[config.mk]
export PLATFORM = sky130hd
export DESIGN_NAME = converter_config_commands
export DESIGN_NICKNAME = d
export VERILOG_FILES = /design/src/pkg/converter_config_pkg.sv /design/src/rtl/converter_config_commands.sv
export VERILOG_INCLUDE_DIRS = /design/src /design/src/pkg
export SDC_FILE = /design/constraint.sdc
export NUM_CORES = 1
export LEC_CHECK = 0
export BUFFER_PORTS_ARGS = -buffer_cell sky130_fd_sc_hd__buf_2
export CAP_MARGIN = 10
export CORE_MARGIN = 2
export CORE_UTILIZATION = 45
export CTS_BUF_LIST = sky130_fd_sc_hd__clkbuf_8
export DETAILED_ROUTE_END_ITERATION = 16
export HOLD_SLACK_MARGIN = 0.1
export PLACE_DENSITY = 0.63
export SLEW_MARGIN = 20
export SYNTH_ARGS = -nofsm -noshare
export SYNTH_HDL_FRONTEND = slang
export SYNTH_SLANG_ARGS = --single-unit
[constraint.sdc]
create_clock -name SYS_CLK -period 9.1 [get_ports SYS_CLK]
set_input_delay 0 -clock SYS_CLK [delete_from_list [all_inputs] [get_ports SYS_CLK]]
set_output_delay 0 -clock SYS_CLK [all_outputs]
set_load 0.01 [all_outputs]
[src/pkg/converter_config_consts.svh]
// Purpose: named constants for the converter configuration commands
// Assumes: linear words carry exponent in 15:11, mantissa in 10:0
// Notes: fixed-point values carry 16 fraction bits in 48 bits
`ifndef CONVERTER_CONFIG_CONSTS_SVH
`define CONVERTER_CONFIG_CONSTS_SVH

`define CMD_SCALE 8'h29
`define CMD_FLOOR 8'h2b
`define CMD_RATE 8'h33
`define CMD_INPUT_START_THRESHOLD 8'h35

`define EXP_MSB 15
`define EXP_LSB 11
`define MAN_MSB 10

`define SCALE_EXP_RST 5'h19
`define VIN_EXP_RST 5'h1e
`define WORD_RST 16'h0000

`define FIX_ZERO 48'h0000_0000_0000
`define FIX_EIGHTH 48'h0000_0000_2000
`define FIX_QUARTER 48'h0000_0000_4000
`define FIX_HALF 48'h0000_0000_8000
`define FIX_ONE 48'h0000_0001_0000
`define FIX_FRAC 16'h0000
`define FIX_SIGN 47

// band edges in kHz, lowest edge in the low slice
`define RATE_LIMITS {11'h672, 11'h578, 11'h4b0, 11'h3e8, 11'h334, 11'h2bc, \
  11'h258, 11'h1f4, 11'h19a, 11'h15e, 11'h12c, 11'h0fa}
`define RATE_BANDS 11
`define RATE_TOP 11
`define RATE_MAN_MAX 11'h3ff
`define RATE_EXP_ZERO 5'h00
`define RATE_EXP_ONE 5'h01
`define RATE_LOW_FIX 48'h0000_00fa_0000

`define VIN_MAX_FIX 48'h0000_000f_c000
`define VIN_Q_LSB 14
`define VIN_Q_MIN 6'h0a
`define VIN_CODE_MAX 6'h35
`define VIN_CODE_ZERO 6'h00

`endif

[src/pkg/converter_config_pkg.sv]
// Purpose: types shared by the converter configuration block
// Assumes: one controller clock
// Notes: command port carries one PMBus word access per valid cycle
package converter_config_pkg;

  typedef struct packed {
    logic valid;
    logic write;
    logic [7:0] code;
    logic [15:0] wdata;
  } cmd_req_t;

  typedef struct packed {
    logic [10:0] scale_man;
    logic [10:0] rate_khz;
    logic [10:0] vin_man;
    logic [15:0] floor;
  } nvm_t;

  typedef struct packed {
    logic nota;
    logic word_vout;
    logic vout_minmax;
    logic cml_data;
  } status_t;

  typedef enum logic [1:0] {
    TAP_EIGHTH = 2'b00,
    TAP_QUARTER = 2'b01,
    TAP_HALF = 2'b10,
    TAP_FULL = 2'b11
  } div_tap_t;

endpackage : converter_config_pkg

[src/rtl/converter_config_commands.sv]
// Purpose: feedback scale, output floor, switching rate, input start commands
// Assumes: command port synchronous to SYS_CLK, NVM image stable
// Notes: NVM image is loaded on the first cycle after reset and on RESTORE
//
// Functional notes
// - scale and rate use signed linear words
// - scale exponent resets to 11001, mantissa from NVM
// - scale/rate hardware updates only while not converting or on NVM load
// - scale value selects internal divider tap
// - in-range values read back exactly as written
// - decoded scale quantized to four divider factors
// - reference ratio uses written scale, not tap
// - out-of-range write flags invalid data, alerts host
// - floor is unsigned absolute 16-bit word
// - floor limits every commanded output target
// - target below floor warns while converting, output ramps to floor
// - floor warning sets three status bits, alerts
// - conflicting ceiling gives the same warning
// - floor valid range equals ceiling range
// - rate in kHz, exponent regenerated at reset
// - decoded rate quantized to twelve frequencies
// - start threshold is signed linear volts word
// - start threshold exponent resets to 11110
// - start threshold 2.50 to 15.75 V, rounded down
`timescale 1ns/100ps
`include "converter_config_consts.svh"

module converter_config_commands
  import converter_config_pkg::*;
(
  input wire logic SYS_CLK,
  input wire logic RESET,
  input wire cmd_req_t CMD,
  input wire nvm_t NVM,
  input wire logic RESTORE,
  input wire logic CONV_EN,
  input wire logic [15:0] TARGET_REQ,
  input wire logic [15:0] SLEW_STEP,
  input wire logic [15:0] VOUT_MAX,
  input wire logic MAX_WRITE,
  input wire logic CLEAR_FAULTS,
  output logic [15:0] RD_DATA,
  output logic RD_VALID,
  output div_tap_t DIV_TAP,
  output logic [15:0] SCALE_WORD,
  output logic [3:0] RATE_SEL,
  output logic [5:0] VIN_CODE,
  output logic [15:0] VOUT_TARGET,
  output status_t STATUS,
  output logic ALERT
);

  // exponent + 16 is the exponent with its sign bit flipped
  function automatic logic signed [47:0] lin_fix(input logic [15:0] w);
    logic signed [47:0] m;
    logic [4:0] sh;
    m = 48'(signed'(w[`MAN_MSB:0]));
    sh = {~w[`EXP_MSB], w[`EXP_MSB-1:`EXP_LSB]};
    lin_fix = m <<< sh;
  endfunction : lin_fix

  logic [15:0] scale_ff, floor_ff, rate_ff, vin_ff;
  logic [15:0] nxt_scale, nxt_floor, nxt_rate, nxt_vin;
  logic load_pend_ff;
  logic [15:0] prev_req_ff;
  logic [15:0] rd_data_ff;
  logic rd_valid_ff;
  div_tap_t div_tap_ff;
  logic [15:0] scale_word_ff;
  logic [3:0] rate_sel_ff;
  logic [5:0] vin_code_ff;
  logic [15:0] vout_ff;
  status_t status_ff, nxt_status;
  logic alert_ff;

  wire cmd_wr = CMD.valid & CMD.write;
  wire cmd_rd = CMD.valid & ~CMD.write;
  wire hit_scale = CMD.code == `CMD_SCALE;
  wire hit_floor = CMD.code == `CMD_FLOOR;
  wire hit_rate = CMD.code == `CMD_RATE;
  wire hit_vin = CMD.code == `CMD_INPUT_START_THRESHOLD;
  wire hit_any = hit_scale | hit_floor | hit_rate | hit_vin;

  wire signed [47:0] fix_w = lin_fix(CMD.wdata);
  wire scale_ok = (fix_w > `FIX_ZERO) && (fix_w <= `FIX_ONE);
  wire rate_ok = (fix_w > `FIX_ZERO) && (fix_w < 48'({11'(`RATE_LIMITS >> (`RATE_TOP * 11)), `FIX_FRAC}));
  wire vin_ok = !fix_w[`FIX_SIGN] && (fix_w <= `VIN_MAX_FIX);
  wire floor_ok = CMD.wdata <= VOUT_MAX;

  wire wr_scale = cmd_wr & hit_scale & scale_ok;
  wire wr_floor = cmd_wr & hit_floor & floor_ok;
  wire wr_rate = cmd_wr & hit_rate & rate_ok;
  wire wr_vin = cmd_wr & hit_vin & vin_ok;
  wire wr_good = wr_scale | wr_floor | wr_rate | wr_vin;
  wire bad_wr = cmd_wr & ~wr_good;
  wire bad_rd = cmd_rd & ~hit_any;

  wire nvm_load = load_pend_ff | RESTORE;
  wire hw_upd = nvm_load | ~CONV_EN;

  wire [15:0] rate_regen = (NVM.rate_khz > `RATE_MAN_MAX) ?
    {`RATE_EXP_ONE, 1'b0, NVM.rate_khz[10:1]} :
    {`RATE_EXP_ZERO, NVM.rate_khz};

  // rejected writes fall through to the held value
  assign nxt_scale = nvm_load ? {`SCALE_EXP_RST, NVM.scale_man} :
    (wr_scale ? CMD.wdata : scale_ff);
  assign nxt_rate = nvm_load ? rate_regen :
    (wr_rate ? CMD.wdata : rate_ff);
  assign nxt_vin = nvm_load ? {`VIN_EXP_RST, NVM.vin_man} :
    (wr_vin ? CMD.wdata : vin_ff);
  assign nxt_floor = nvm_load ? NVM.floor :
    (wr_floor ? CMD.wdata : floor_ff);

  always_ff @(posedge SYS_CLK) begin
    if (RESET) begin
      scale_ff <= {`SCALE_EXP_RST, 11'h000};
      rate_ff <= `WORD_RST;
      vin_ff <= {`VIN_EXP_RST, 11'h000};
      floor_ff <= `WORD_RST;
      load_pend_ff <= 1'b1;
    end else begin
      scale_ff <= nxt_scale;
      rate_ff <= nxt_rate;
      vin_ff <= nxt_vin;
      floor_ff <= nxt_floor;
      load_pend_ff <= 1'b0;
    end
  end

  // hardware decode of the next stored values
  wire signed [47:0] fix_s = lin_fix(nxt_scale);
  wire signed [47:0] fix_r = lin_fix(nxt_rate);
  wire signed [47:0] fix_v = lin_fix(nxt_vin);

  wire div_tap_t tap_nxt = (fix_s <= `FIX_EIGHTH) ? TAP_EIGHTH :
    (fix_s <= `FIX_QUARTER) ? TAP_QUARTER :
    (fix_s <= `FIX_HALF) ? TAP_HALF : TAP_FULL;

  localparam logic [131:0] RATE_EDGE = `RATE_LIMITS;
  logic [`RATE_BANDS-1:0] rate_above;
  genvar gi;
  generate
    for (gi = 0; gi < `RATE_BANDS; gi++) begin : g_band
      assign rate_above[gi] = fix_r >= 48'({RATE_EDGE[gi*11 +: 11], `FIX_FRAC});
    end
  endgenerate

  logic [3:0] rate_band;
  always_comb begin
    rate_band = 4'h0;
    for (int i = 0; i < `RATE_BANDS; i++) begin
      rate_band = rate_band + 4'(rate_above[i]);
    end
  end

  // quarter-volt count, floored, then offset to the 2.50 V base
  wire [5:0] vin_q = fix_v[`VIN_Q_LSB +: 6];
  // range checks first, the six-bit count wraps above the top threshold
  wire [5:0] vin_code = fix_v[`FIX_SIGN] ? `VIN_CODE_ZERO :
    (fix_v > `VIN_MAX_FIX) ? `VIN_CODE_MAX :
    (vin_q < `VIN_Q_MIN) ? `VIN_CODE_ZERO : vin_q - `VIN_Q_MIN;

  always_ff @(posedge SYS_CLK) begin
    if (RESET) begin
      div_tap_ff <= TAP_FULL;
      scale_word_ff <= `WORD_RST;
      rate_sel_ff <= 4'h0;
      vin_code_ff <= `VIN_CODE_ZERO;
    end else begin
      if (hw_upd) begin
        div_tap_ff <= tap_nxt;
        scale_word_ff <= nxt_scale;
        rate_sel_ff <= rate_band;
      end
      vin_code_ff <= vin_code;
    end
  end

  // floor clamp and ramp of the commanded output
  wire [15:0] goal = (TARGET_REQ < floor_ff) ? floor_ff : TARGET_REQ;
  wire [16:0] up_sum = {1'b0, vout_ff} + {1'b0, SLEW_STEP};
  wire [16:0] dn_dif = {1'b0, vout_ff} - {1'b0, SLEW_STEP};
  wire [15:0] ramp_up = (up_sum >= {1'b0, goal}) ? goal : up_sum[15:0];
  wire [15:0] ramp_dn = (dn_dif[16] || dn_dif[15:0] <= goal) ? goal : dn_dif[15:0];
  wire [15:0] nxt_vout = ~CONV_EN ? goal :
    (vout_ff < goal) ? ramp_up : ramp_dn;

  wire floor_warn = CONV_EN & (((TARGET_REQ != prev_req_ff) & (TARGET_REQ < floor_ff)) |
    (wr_floor & (TARGET_REQ < CMD.wdata)));
  wire ceil_warn = MAX_WRITE & (VOUT_MAX < TARGET_REQ);
  wire warn = floor_warn | ceil_warn;

  // a set in the clear cycle wins
  always_comb begin
    nxt_status = status_ff;
    if (CLEAR_FAULTS) begin
      nxt_status = '0;
    end
    if (warn) begin
      nxt_status.nota = 1'b1;
      nxt_status.word_vout = 1'b1;
      nxt_status.vout_minmax = 1'b1;
    end
    if (bad_wr | bad_rd) begin
      nxt_status.cml_data = 1'b1;
    end
  end

  wire [15:0] rd_mux = hit_scale ? scale_ff :
    hit_floor ? floor_ff :
    hit_rate ? rate_ff :
    hit_vin ? vin_ff : `WORD_RST;

  always_ff @(posedge SYS_CLK) begin
    if (RESET) begin
      prev_req_ff <= `WORD_RST;
      vout_ff <= `WORD_RST;
      status_ff <= '0;
      alert_ff <= 1'b0;
      rd_data_ff <= `WORD_RST;
      rd_valid_ff <= 1'b0;
    end else begin
      prev_req_ff <= TARGET_REQ;
      vout_ff <= nxt_vout;
      status_ff <= nxt_status;
      alert_ff <= |nxt_status;
      rd_valid_ff <= cmd_rd;
      if (cmd_rd) begin
        rd_data_ff <= rd_mux;
      end
    end
  end

  assign RD_DATA = rd_data_ff;
  assign RD_VALID = rd_valid_ff;
  assign DIV_TAP = div_tap_ff;
  assign SCALE_WORD = scale_word_ff;
  assign RATE_SEL = rate_sel_ff;
  assign VIN_CODE = vin_code_ff;
  assign VOUT_TARGET = vout_ff;
  assign STATUS = status_ff;
  assign ALERT = alert_ff;

  a_bad_wr_keep: assert property (@(posedge SYS_CLK) disable iff (RESET)
    (bad_wr && !nvm_load) |=> (scale_ff == $past(scale_ff) && rate_ff == $past(rate_ff)
      && vin_ff == $past(vin_ff) && floor_ff == $past(floor_ff)))
    else $error("rejected write changed a stored value");

  a_bad_wr_flag: assert property (@(posedge SYS_CLK) disable iff (RESET)
    bad_wr |=> (status_ff.cml_data && ALERT))
    else $error("invalid write not flagged");

  a_hw_blocked: assert property (@(posedge SYS_CLK) disable iff (RESET)
    (CONV_EN && !nvm_load) |=> ($stable(div_tap_ff) && $stable(rate_sel_ff) && $stable(scale_word_ff)))
    else $error("hardware setting moved while converting");

  a_scale_readback: assert property (@(posedge SYS_CLK) disable iff (RESET)
    (wr_scale && !nvm_load) |=> (scale_ff == $past(CMD.wdata)))
    else $error("scale not stored as written");

  a_tap_eighth: assert property (@(posedge SYS_CLK) disable iff (RESET)
    (!CONV_EN && !nvm_load && wr_scale && fix_w <= `FIX_EIGHTH) |=> (div_tap_ff == TAP_EIGHTH))
    else $error("small scale did not pick the eighth tap");

  a_floor_clamp: assert property (@(posedge SYS_CLK) disable iff (RESET)
    !CONV_EN |=> (vout_ff >= $past(floor_ff)))
    else $error("output target below floor");

  a_warn_flags: assert property (@(posedge SYS_CLK) disable iff (RESET)
    floor_warn |=> (status_ff.nota && status_ff.word_vout && status_ff.vout_minmax && ALERT))
    else $error("floor warning flags missing");

  a_ceil_warn: assert property (@(posedge SYS_CLK) disable iff (RESET)
    (MAX_WRITE && VOUT_MAX < TARGET_REQ) |=> status_ff.vout_minmax)
    else $error("ceiling conflict not warned");

  a_scale_exp_rst: assert property (@(posedge SYS_CLK) disable iff (RESET)
    $fell(RESET) |-> (scale_ff[`EXP_MSB:`EXP_LSB] == `SCALE_EXP_RST))
    else $error("scale exponent reset value wrong");

  a_vin_range: assert property (@(posedge SYS_CLK) disable iff (RESET)
    VIN_CODE <= `VIN_CODE_MAX)
    else $error("start threshold code out of range");

  a_ref_ratio: assert property (@(posedge SYS_CLK) disable iff (RESET)
    (!CONV_EN && !nvm_load && wr_scale) |=> (SCALE_WORD == $past(CMD.wdata)))
    else $error("ratio word differs from written scale");

  a_rate_low: assert property (@(posedge SYS_CLK) disable iff (RESET)
    (!CONV_EN && !nvm_load && wr_rate && fix_w < `RATE_LOW_FIX) |=> (RATE_SEL == 4'h0))
    else $error("low rate did not pick the lowest band");

  a_vin_exp_rst: assert property (@(posedge SYS_CLK) disable iff (RESET)
    $fell(RESET) |-> (vin_ff[`EXP_MSB:`EXP_LSB] == `VIN_EXP_RST))
    else $error("start threshold exponent reset value wrong");

  a_rd_unmapped: assert property (@(posedge SYS_CLK) disable iff (RESET)
    (cmd_rd && !hit_any) |=> (RD_DATA == `WORD_RST && status_ff.cml_data))
    else $error("unmapped read not flagged");

  a_ramp_no_overshoot: assert property (@(posedge SYS_CLK) disable iff (RESET)
    (CONV_EN && vout_ff <= goal) |=> (vout_ff <= $past(goal)))
    else $error("output ramp overshot its goal");

endmodule : converter_config_commands

==> flow_summary.rst, run 1 <==
.. list-table::
   :header-rows: 1

   * - Metric
     - Value
   * - Outcome
     - completed
   * - EDFF count, synth
     - 0
   * - Count of yosys warnings during synthesis
     - 0
   * - Final clock skew
     - 20.8 ps
   * - Worst hold slack
     - 103 ps
   * - Top FF cell, synth
     - dfxtp_1
   * - Number of slew-limit violations in the final report
     - 0
   * - Number of failing hold endpoints at the final stage
     - 0
   * - Time the worst path needs with I/O delays and setup
     - 8450 ps
   * - Wire length of the first global-routing pass
     - 102000 µm
   * - Number of buffers inserted by post-CTS setup repair
     - 0
   * - Number of clock sinks seen by CTS
     - 147
   * - Die Height
     - 192 µm
   * - Worst Min Path Start
     - NVM[27]
   * - Maximum clock frequency
     - 118 MHz
   * - Area occupied by multi-input gates
     - 12000 µm²
   * - Delay of the slowest critical-path stage
     - 540 ps
   * - Largest net degree at the start of global routing
     - 77
   * - Pleak
     - 8.10 nW
   * - Number of antenna violations at the first check in global routing
     - 0
   * - Most common library cells after synthesis
     - nor2_1 (241), nand2_1 (181), a21oi_1 (150), dfxtp_1 (147), ha_1 (142)
   * - Fraction of synthesis flops using an asynchronous set or reset pin
     - 0%
   * - CTS tree
     - built
   * - Drt pass-1 iters
     - 6
   * - Placeable core area
     - 35200 µm²
   * - Flip-flop and latch count after synthesis
     - 147
   * - Kind of end point of the critical path
     - flip-flop
   * - Area share of the leading cell type in the synthesized netlist
     - 18.4%
   * - Register area share after synthesis
     - 18.4%
   * - Cell with the most instances after synthesis
     - nor2_1
   * - Die extent in x
     - 192 µm
   * - Count of endpoints failing setup in the final report
     - 0
   * - Clk pin slew, worst setup/hold paths
     - 90 ps
   * - Clock latency at the later pin of the worst-skew pair
     - 510 ps
   * - Sum of negative setup slack
     - 0 ps
   * - Die outline area
     - 37000 µm²
   * - Period utilisation layout
     - 92.8%
   * - Global Route Usage Sum
     - 36.4%
   * - Total of fill cells in the finished design
     - 3451
   * - Highest metal layer with signal wires
     - met4
   * - Average routed wire per standard cell
     - 24.5 µm
   * - Worst reg-to-reg setup slack
     - 2220 ps
   * - Number of library cell types mapped by synthesis
     - 97
   * - Number of instances in the synthesized netlist
     - 2121
   * - Met3 WL
     - 5940 µm
   * - Post-layout instance count excluding filler cells
     - 2794
   * - Total clock buffers created by CTS
     - 17
   * - Clock root buffer master
     - clkbuf_8
   * - Normalized max-slew margin
     - 21.6%
   * - Register Area
     - 2940 µm²
   * - Design area
     - 18600 µm²
   * - CP Launch Type
     - input pin
   * - Mean instance size in the synthesized netlist
     - 7.53 µm²
   * - Unrepaired setup endpoints after global routing
     - false
   * - Start point of the critical path
     - CMD[5]
   * - Residual overflow from global routing
     - 0
   * - Number of buffers between clock root and the deepest sink
     - 2
   * - Number of inserted diodes
     - 0
   * - Largest fanout on the critical path
     - 15
   * - Max stage delay cell, worst path
     - dlygate4sd3_1
   * - Syn-to-layout area delta
     - 16.5%
   * - Starting density of the core
     - 45.4%
   * - Critical R2R Capture
     - RATE_SEL[1]$_SDFFE_PP0P_
   * - Number of nets still failing antenna checks after routing
     - 0
   * - Total placed cells including tap cells
     - 2677
   * - Number of nets in the layout
     - 2603
   * - Cell Area, Synth
     - 16000 µm²
   * - Path type of the worst min-delay path
     - input pin to flip-flop
   * - # DRC
     - 0
   * - Via-per-instance ratio
     - 6.41
   * - Endpoint of the most critical setup path
     - RATE_SEL[1]$_SDFFE_PP0P_
   * - I/O Pins
     - 195
   * - Register-to-Register Path Depth
     - 21
   * - Wire length on met2
     - 31000 µm
   * - Via Count
     - 17900
   * - First DRT Iteration DRCs
     - 1856
   * - Routed met1 length
     - 28100 µm
   * - CP Data Required Time
     - 9510 ps
   * - Worst Path Arrival
     - 8860 ps
   * - Ratio of cells with drive above 1 in the final layout
     - 14.9%
   * - Max capacitance violation total
     - 0
   * - Final Routed Wirelength
     - 68400 µm
   * - Post-placement cell area
     - 17300 µm²
   * - Slew at the pin closest to its max-slew limit
     - 1170 ps
   * - Setup CP Type
     - input pin to flip-flop
   * - Worst flop-to-flop path startpoint
     - load_pend_ff$_DFF_P_
   * - Library cell appearing most often on the critical path
     - fa_1
   * - Total power divided by cell area
     - 168 nW/µm²
   * - DP Wirelength
     - 51800 µm
   * - Maximum level of the CTS H-tree
     - 4
   * - Via count of the first global-routing pass
     - 16800
   * - Maximum VDD drop
     - 0.000135 V
   * - IO Port Bufs
     - 194
   * - Post-synth top area cell
     - dfxtp_1
   * - Row count
     - 69
   * - Global placement routability congestion
     - 0.991
   * - Net Count, Synth
     - 2401
   * - Largest cells by area after synthesis
     - dfxtp_1 (18%), ha_1 (11%), mux2i_1 (5.9%), nor2_1 (5.7%), a21oi_1 (4.7%)
-- worst min-delay path by stage --
stage,end,slack [ps],cells past startpoint
global placement,SCALE_WORD[2]$_SDFFE_PP0P_,260,3
global route,floor_ff[14]$_SDFFE_PP0P_,150,4
detailed placement,SCALE_WORD[2]$_SDFFE_PP0P_,280,3
finish,rate_ff[0]$_SDFF_PP0_,100,4
floorplan,load_pend_ff$_DFF_P_,30,0
CTS,rate_ff[0]$_SDFF_PP0_,110,4
-- timing repair --
action	in CTS	in global routing
endpoints found under the hold margin	107	0
hold buffers	88	0
resized for setup	0	0
-- critical path: cells and delay by family --
| kind | cells | cell delay (ps) |
|---|---|---|
| adder cells (fa/ha/maj) | 5 | 2400 |
| AND/OR/NAND/NOR | 4 | 1320 |
| multiplexers | 3 | 1370 |
| AO/OA/AOI/OAI | 10 | 2690 |
| buffers and inverters | 6 | 1070 |
-- metal layers --
metal / track usage [%] / vias to the layer above
met4: 16.9 / 0
li1: - / 8272
met1: 46.7 / 8531
met2: 59.1 / 942
met5: 0 / -
met3: 6.55 / 170
-- report_power, final --
group | switching (W) | leakage [nW] | total, W | internal (W)
combinational | 0.00101 | 6.67 | 0.00172 | 0.000709
clock | 0.000286 | 0.214 | 0.000602 | 0.000316
sequential | 0.0000868 | 1.22 | 0.000803 | 0.000717
total | 0.00138 | 8.10 | 0.00312 | 0.00174
-- through the flow --
stage / total power, W / setup WS, ps / utilization, %
5_1_grt: 0.00336 / 247 / 52.9
3_5_place_dp: 0.00246 / 619 / 49.1
4_1_cts: 0.00310 / 833 / 52.9
2_1_floorplan: 0.00197 / 1820 / -
3_3_place_gp: 0.00244 / 637 / 49.1
6_report: 0.00312 / 651 / 52.9
-- area by class of cell --
type                       count  area share [%]
clock buffer                  20            1.48
inverter                     119            2.40
timing repair buffer         323            11.7
tap                          461            3.10
clock inverter                 9           0.840
multi-input combinational   1715            64.6
sequential                   147            15.8
-- sequential cells by signal (all words and copies together), names as in the netlist --
signal,count
SCALE_WORD,16
ALERT,1
scale_ff,16
RATE_SEL,4
RD_VALID,1
RD_DATA,16
load_pend_ff,1
VOUT_TARGET,16
STATUS,4
prev_req_ff,16
DIV_TAP,2
VIN_CODE,6
floor_ff,16
rate_ff,16
vin_ff,16
-- cell families (layout without fill, tap and decap cells) --
logic type	after synthesis	after routing	share of synthesized area (%)
AO/OA/AOI/OAI	682	682	30.1
XOR/XNOR	43	43	2.36
adder cells (fa/ha/maj)	151	151	12.2
buffers and inverters	259	471	6.50
flip-flops	147	147	18.4
multiplexers	141	141	9.83
AND/OR/NAND/NOR	698	698	20.6
-- cells in the final DEF, fill, tap and decap left out, drive strengths merged, types with 13 or more instances in the layout --
master	instances
nand3	39
o21ai	88
buf	235
o21bai	13
and3	19
o21a	24
nand2b	33
nand4	29
o211ai	32
o31ai	14
nand2	182
ha	142
nor2	242
and2	19
mux2i	96
a21o	48
dfxtp	147
nor2b	35
a31oi	28
a311oi	34
a21oi	151
xnor2	37
inv	117
a22oi	39
or3	14
dlygate4sd3	88
nor3	41
a211oi	54
mux2	39
a2111oi	22
clkbuf	20
(Power assumes the default switching activity.)
==> run 2, diff against run 1 <==
- PLACE_DENSITY: 0.63 -> not set
==> run 2 against run 1 <==
  * Via count down 0.14%
  * Global-route usage shrank 0.075 points
  * Sequential power about the same
  * Sequential cell count unchanged
  * Worst hold slack improved by 55 ps
  * Die area is the same
  * Clock-buffer cell count shrank 1
  * Critical path type unchanged
  * Critical endpoint unchanged
==> flow_summary.rst, run 2 (synthesis results as in run 1) <==
.. list-table::
   :header-rows: 1

   * - Metric
     - Value
   * - Outcome
     - completed
   * - Wire length of the first global-routing pass
     - 102000 µm
   * - Worst Min Path Start
     - SLEW_STEP[1]
   * - Delay of the slowest critical-path stage
     - 540 ps
   * - Worst hold slack
     - 159 ps
   * - Path type of the worst min-delay path
     - input pin to flip-flop
   * - Worst Path Arrival
     - 8770 ps
   * - Number of nets in the layout
     - 2613
   * - Number of slew-limit violations in the final report
     - 0
   * - Met3 WL
     - 4720 µm
   * - Top library cells by usage in the layout, fill and taps aside
     - nor2_1 (240), buf_2 (193), nand2_1 (181)
   * - I/O Pins
     - 195
   * - Start point of the critical path
     - CMD[2]
   * - Placeable core area
     - 35200 µm²
   * - Via-per-instance ratio
     - 6.38
   * - Drt pass-1 iters
     - 6
   * - Normalized max-slew margin
     - 27.4%
   * - CP Launch Type
     - input pin
   * - Die extent in x
     - 192 µm
   * - Via Count
     - 17900
   * - Final Routed Wirelength
     - 68200 µm
   * - First DRT Iteration DRCs
     - 1757
   * - Total placed cells including tap cells
     - 2679
   * - Worst Path Buf+Inv
     - 6
   * - Number of antenna violations at the first check in global routing
     - 0
   * - Clock root buffer master
     - clkbuf_8
   * - Period utilisation layout
     - 91.8%
   * - Largest net degree at the start of global routing
     - 84
   * - Max capacitance violation total
     - 0
   * - Routed met1 length
     - 29400 µm
   * - Time the worst path needs with I/O delays and setup
     - 8350 ps
   * - Via count of the first global-routing pass
     - 16900
   * - Global Route Usage Sum
     - 36.3%
   * - CP Data Required Time
     - 9520 ps
   * - Number of buffers between clock root and the deepest sink
     - 2
   * - Starting density of the core
     - 45.4%
   * - Syn-to-layout area delta
     - 16.4%
   * - Largest fanout on the critical path
     - 16
   * - IO Port Bufs
     - 194
   * - Sum of negative setup slack
     - 0 ps
   * - Clk pin slew, worst setup/hold paths
     - 90 ps
   * - Die outline area
     - 37000 µm²
   * - Total clock buffers created by CTS
     - 17
   * - Global placement routability congestion
     - 1.01
   * - Die Height
     - 192 µm
   * - DP Wirelength
     - 51500 µm
   * - Setup CP Type
     - input pin to flip-flop
   * - Clock latency at the later pin of the worst-skew pair
     - 510 ps
   * - Worst flop-to-flop path startpoint
     - load_pend_ff$_DFF_P_
   * - CTS tree
     - built
   * - Total power divided by cell area
     - 161 nW/µm²
   * - Number of clock sinks seen by CTS
     - 147
   * - Maximum clock frequency
     - 120 MHz
   * - Final clock skew
     - 20.8 ps
   * - Max stage delay cell, worst path
     - dlygate4sd3_1
   * - Core utilization of the finished layout
     - 52.8%
   * - Count of endpoints failing setup in the final report
     - 0
   * - Kind of end point of the critical path
     - flip-flop
   * - Number of failing hold endpoints at the final stage
     - 0
   * - CP delay by family, top
     - compound AO/OA/AOI/OAI gates
   * - Wire length on met2
     - 31100 µm
   * - Ratio of cells with drive above 1 in the final layout
     - 14.9%
   * - Total of fill cells in the finished design
     - 3512
   * - Average routed wire per standard cell
     - 24.3 µm
   * - Highest metal layer with signal wires
     - met4
   * - Number of buffers inserted by post-CTS setup repair
     - 0
   * - Most common cell after layout, fill and taps aside
     - nor2_1
   * - # DRC
     - 0
   * - Post-layout instance count excluding filler cells
     - 2805
   * - Slew at the pin closest to its max-slew limit
     - 1080 ps
   * - Maximum VDD drop
     - 0.000133 V
   * - Residual overflow from global routing
     - 0
   * - Maximum level of the CTS H-tree
     - 4
   * - Library cell appearing most often on the critical path
     - fa_1
   * - Unrepaired setup endpoints after global routing
     - false
   * - Row count
     - 69
   * - Pleak
     - 8.10 nW
   * - Number of nets still failing antenna checks after routing
     - 0
==> run 2: final cells by class <==
| class | count | area, µm² | area share (%) |
|---|---|---|---|
| diodes | 1 | 2.50 | 0.0135 |
| clock inverters | 10 | 63.8 | 0.343 |
| multi-input cells | 1715 | 12000 | 64.7 |
| well taps | 461 | 577 | 3.10 |
| clock buffers | 19 | 262 | 1.41 |
| inverters | 119 | 447 | 2.40 |
| flip-flops and latches | 147 | 2940 | 15.8 |
| repair buffers | 333 | 2270 | 12.2 |
==> run 2: power breakdown <==
group          switching [W]  internal, W  leakage, nW
Clock               0.000282     0.000196        0.167
Combinational       0.000998     0.000710         6.72
Sequential         0.0000876     0.000717         1.22
==> run 2: path summary, 6_finish.rpt <==
check | to | slack [ps] | depth (start not counted)
max | RATE_SEL[1]$_SDFFE_PP0P_ | 750 | 28
min | VOUT_TARGET[2]$_SDFF_PP0_ | 160 | 5
max reg2reg | RATE_SEL[1]$_SDFFE_PP0P_ | 2100 | 21
min reg2reg | RATE_SEL[2]$_SDFFE_PP0P_ | 460 | 2
==> run 2: repair_timing <==
action,4_1_cts,5_1_grt
endpoints found under the hold margin,119,0
hold buffers,96,0
gates resized for setup,0,0
==> run 2: through the flow <==
stage,area (µm²),power (W),setup WS [ps]
CTS,18600,0.00298,846
global route,18600,0.00324,273
finish,18600,0.00299,745
floorplan,16000,0.00197,1820
detailed placement,17300,0.00246,483
global placement,17300,0.00245,545
==> run 2: worst min-delay path, stage by stage <==
cell and delay, ps:
buf_2 120, fa_1 220, xnor2_1 110, nor2_1 100, a2111oi_0 60
==> run 2: routing by layer <==
metal  track usage (%)  vias to the layer above
li1                  -                     8270
met2              60.1                      872
met1              47.4                     8581
met4              15.4                        0
met3              4.76                      167
met5                 0                        -
==> run 3, diff against run 2 <==
==> constraint.sdc (replaced) <==
create_clock -name SYS_CLK -period 8.1 [get_ports SYS_CLK]
set_input_delay 1.215 -clock SYS_CLK [delete_from_list [all_inputs] [get_ports SYS_CLK]]
set_output_delay 1.215 -clock SYS_CLK [all_outputs]
set_load 0.01 [all_outputs]
==> run 3 against run 2 <==
  * Register-to-register slack lost 680 ps
  * Utilization grew 2.6 points
  * Combinational power grew 17%
  * Sequential cell count is the same
  * Non-clock buffer count grew 99
  * Power grew 18%
  * Critical path type unchanged
  * Largest power group unchanged
==> flow_summary.rst, run 3 (synthesis results as in run 1) <==
.. list-table::
   :header-rows: 1

   * - Metric
     - Value
   * - CTS tree
     - built
   * - Register-to-Register Path Depth
     - 29
   * - Setup CP Type
     - input pin to flip-flop
   * - Number of slew-limit violations in the final report
     - 0
   * - Total power divided by cell area
     - 181 nW/µm²
   * - Number of failing hold endpoints at the final stage
     - 0
   * - Syn-to-layout area delta
     - 22.1%
   * - CP Data Required Time
     - 8540 ps
   * - Clk pin slew, worst setup/hold paths
     - 90 ps
   * - Outcome
     - completed
   * - Clock root buffer master
     - clkbuf_8
   * - Global placement routability congestion
     - 0.995
   * - Time the worst path needs with I/O delays and setup
     - 8090 ps
   * - Post-placement cell area
     - 18800 µm²
   * - Total placed cells including tap cells
     - 2864
   * - DP Wirelength
     - 53100 µm
   * - Final clock skew
     - 18.7 ps
   * - Number of buffers between clock root and the deepest sink
     - 2
   * - Cell depth of the worst min-delay path
     - 2
   * - Maximum level of the CTS H-tree
     - 4
   * - Number of antenna violations at the first check in global routing
     - 2
   * - Ratio of cells with drive above 1 in the final layout
     - 23.7%
   * - Path type of the worst min-delay path
     - flip-flop to flip-flop
   * - Unrepaired setup endpoints after global routing
     - true
   * - Row count
     - 69
   * - Total clock buffers created by CTS
     - 17
   * - Worst Path Buf+Inv
     - 7
   * - Count of endpoints failing setup in the final report
     - 0
   * - Drt pass-1 iters
     - 5
   * - Die extent in x
     - 192 µm
   * - Residual overflow from global routing
     - 0
   * - Top library cells by usage in the layout, fill and taps aside
     - nor2_1 (240), buf_4 (231), buf_2 (188)
   * - WP depth
     - 29
   * - Starting density of the core
     - 45.4%
   * - CP Launch Type
     - input pin
   * - Number of nets still failing antenna checks after routing
     - 0
   * - CP delay by family, top
     - compound AO/OA/AOI/OAI gates
   * - Largest fanout on the critical path
     - 6
   * - Via-per-instance ratio
     - 6.25
   * - Clock latency at the later pin of the worst-skew pair
     - 530 ps
   * - Placeable core area
     - 35200 µm²
   * - Max capacitance violation total
     - 0
   * - Slew at the pin closest to its max-slew limit
     - 1080 ps
   * - Kind of end point of the critical path
     - flip-flop
   * - Via Count
     - 18200
   * - I/O Pins
     - 195
   * - Worst Path Arrival
     - 8530 ps
   * - # DRC
     - 0
   * - Largest net degree at the start of global routing
     - 87
   * - Total chip power
     - 0.00353 W
   * - Normalized max-slew margin
     - 27.7%
   * - First DRT Iteration DRCs
     - 1814
   * - Number of clock sinks seen by CTS
     - 147
   * - Die outline area
     - 37000 µm²
   * - Number of nets in the layout
     - 2713
   * - Quantity of hold-fixing buffers added after cts
     - 0
   * - Final Routed Wirelength
     - 67700 µm
   * - Design area
     - 19500 µm²
   * - Period utilisation layout
     - 99.9%
   * - Average routed wire per standard cell
     - 23.3 µm
   * - Core utilization of the finished layout
     - 55.4%
   * - Maximum VDD drop
     - 0.000150 V
   * - Post-layout instance count excluding filler cells
     - 2908
   * - Via count of the first global-routing pass
     - 17200
   * - Max stage delay cell, worst path
     - fa_1
   * - Global Route Usage Sum
     - 36.0%
   * - Die Height
     - 192 µm
   * - Delay of the slowest critical-path stage
     - 500 ps
   * - Total of fill cells in the finished design
     - 3451
   * - Most common cell after layout, fill and taps aside
     - nor2_1
   * - Maximum clock frequency
     - 124 MHz
   * - IO Port Bufs
     - 194
   * - Pleak
     - 8.72 nW
   * - Wire length of the first global-routing pass
     - 102000 µm
## run 3: where the power goes
part | internal, W | leakage [nW] | switching [W]
sequential | 0.000805 | 1.22 | 0.000101
combinational | 0.000857 | 7.31 | 0.00114
clock | 0.000276 | 0.198 | 0.000343
## run 3: worst paths after layout
kind         slack (ps)                       start                          to
min                 460  SCALE_WORD[0]$_SDFFE_PP0P_  SCALE_WORD[0]$_SDFFE_PP0P_
max reg2reg        1420    floor_ff[1]$_SDFFE_PP0P_  VOUT_TARGET[11]$_SDFF_PP0_
max                  10                      CMD[3]    RATE_SEL[1]$_SDFFE_PP0P_
min reg2reg         460  SCALE_WORD[0]$_SDFFE_PP0P_  SCALE_WORD[0]$_SDFFE_PP0P_
## run 3: cell type report
type | instances | area (µm²) | area share (%)
tap | 461 | 577 | 2.96
clock buffer | 17 | 234 | 1.20
inverter | 119 | 447 | 2.29
multi-input combinational | 1716 | 12200 | 62.8
clock inverter | 15 | 159 | 0.815
timing repair buffer | 432 | 2900 | 14.9
antenna | 1 | 2.50 | 0.0128
sequential | 147 | 2940 | 15.1
## run 3: per-stage QoR
step	hold slack (ps)	setup TNS, ps	worst slack [ps]
after floorplan	476	-77.9	-58.1
after global placement	443	-2140	-670
after detailed placement	445	-2280	-702
after CTS	460	0	22.8
after global routing	475	-561	-228
final	456	0	10.9
## run 3: layer usage
layer | GRT usage, % | wire (µm)
met1 | 47.3 | 28700
met3 | 5.53 | 5190
met2 | 58.2 | 30700
met5 | 0 | 12
met4 | 16.1 | 3090
## run 3: tightest hold or removal path: stages (launching register included)
cell and delay, ps:
dfxtp_1 310, nand2_1 50, a21oi_1 50
## run 3: timing repair
action                                  CTS  global route
buffers inserted                          1             8
gates cloned                              1             1
resized for setup                         2            49
pin swaps                                 1            19
endpoints found under the setup margin    3             4
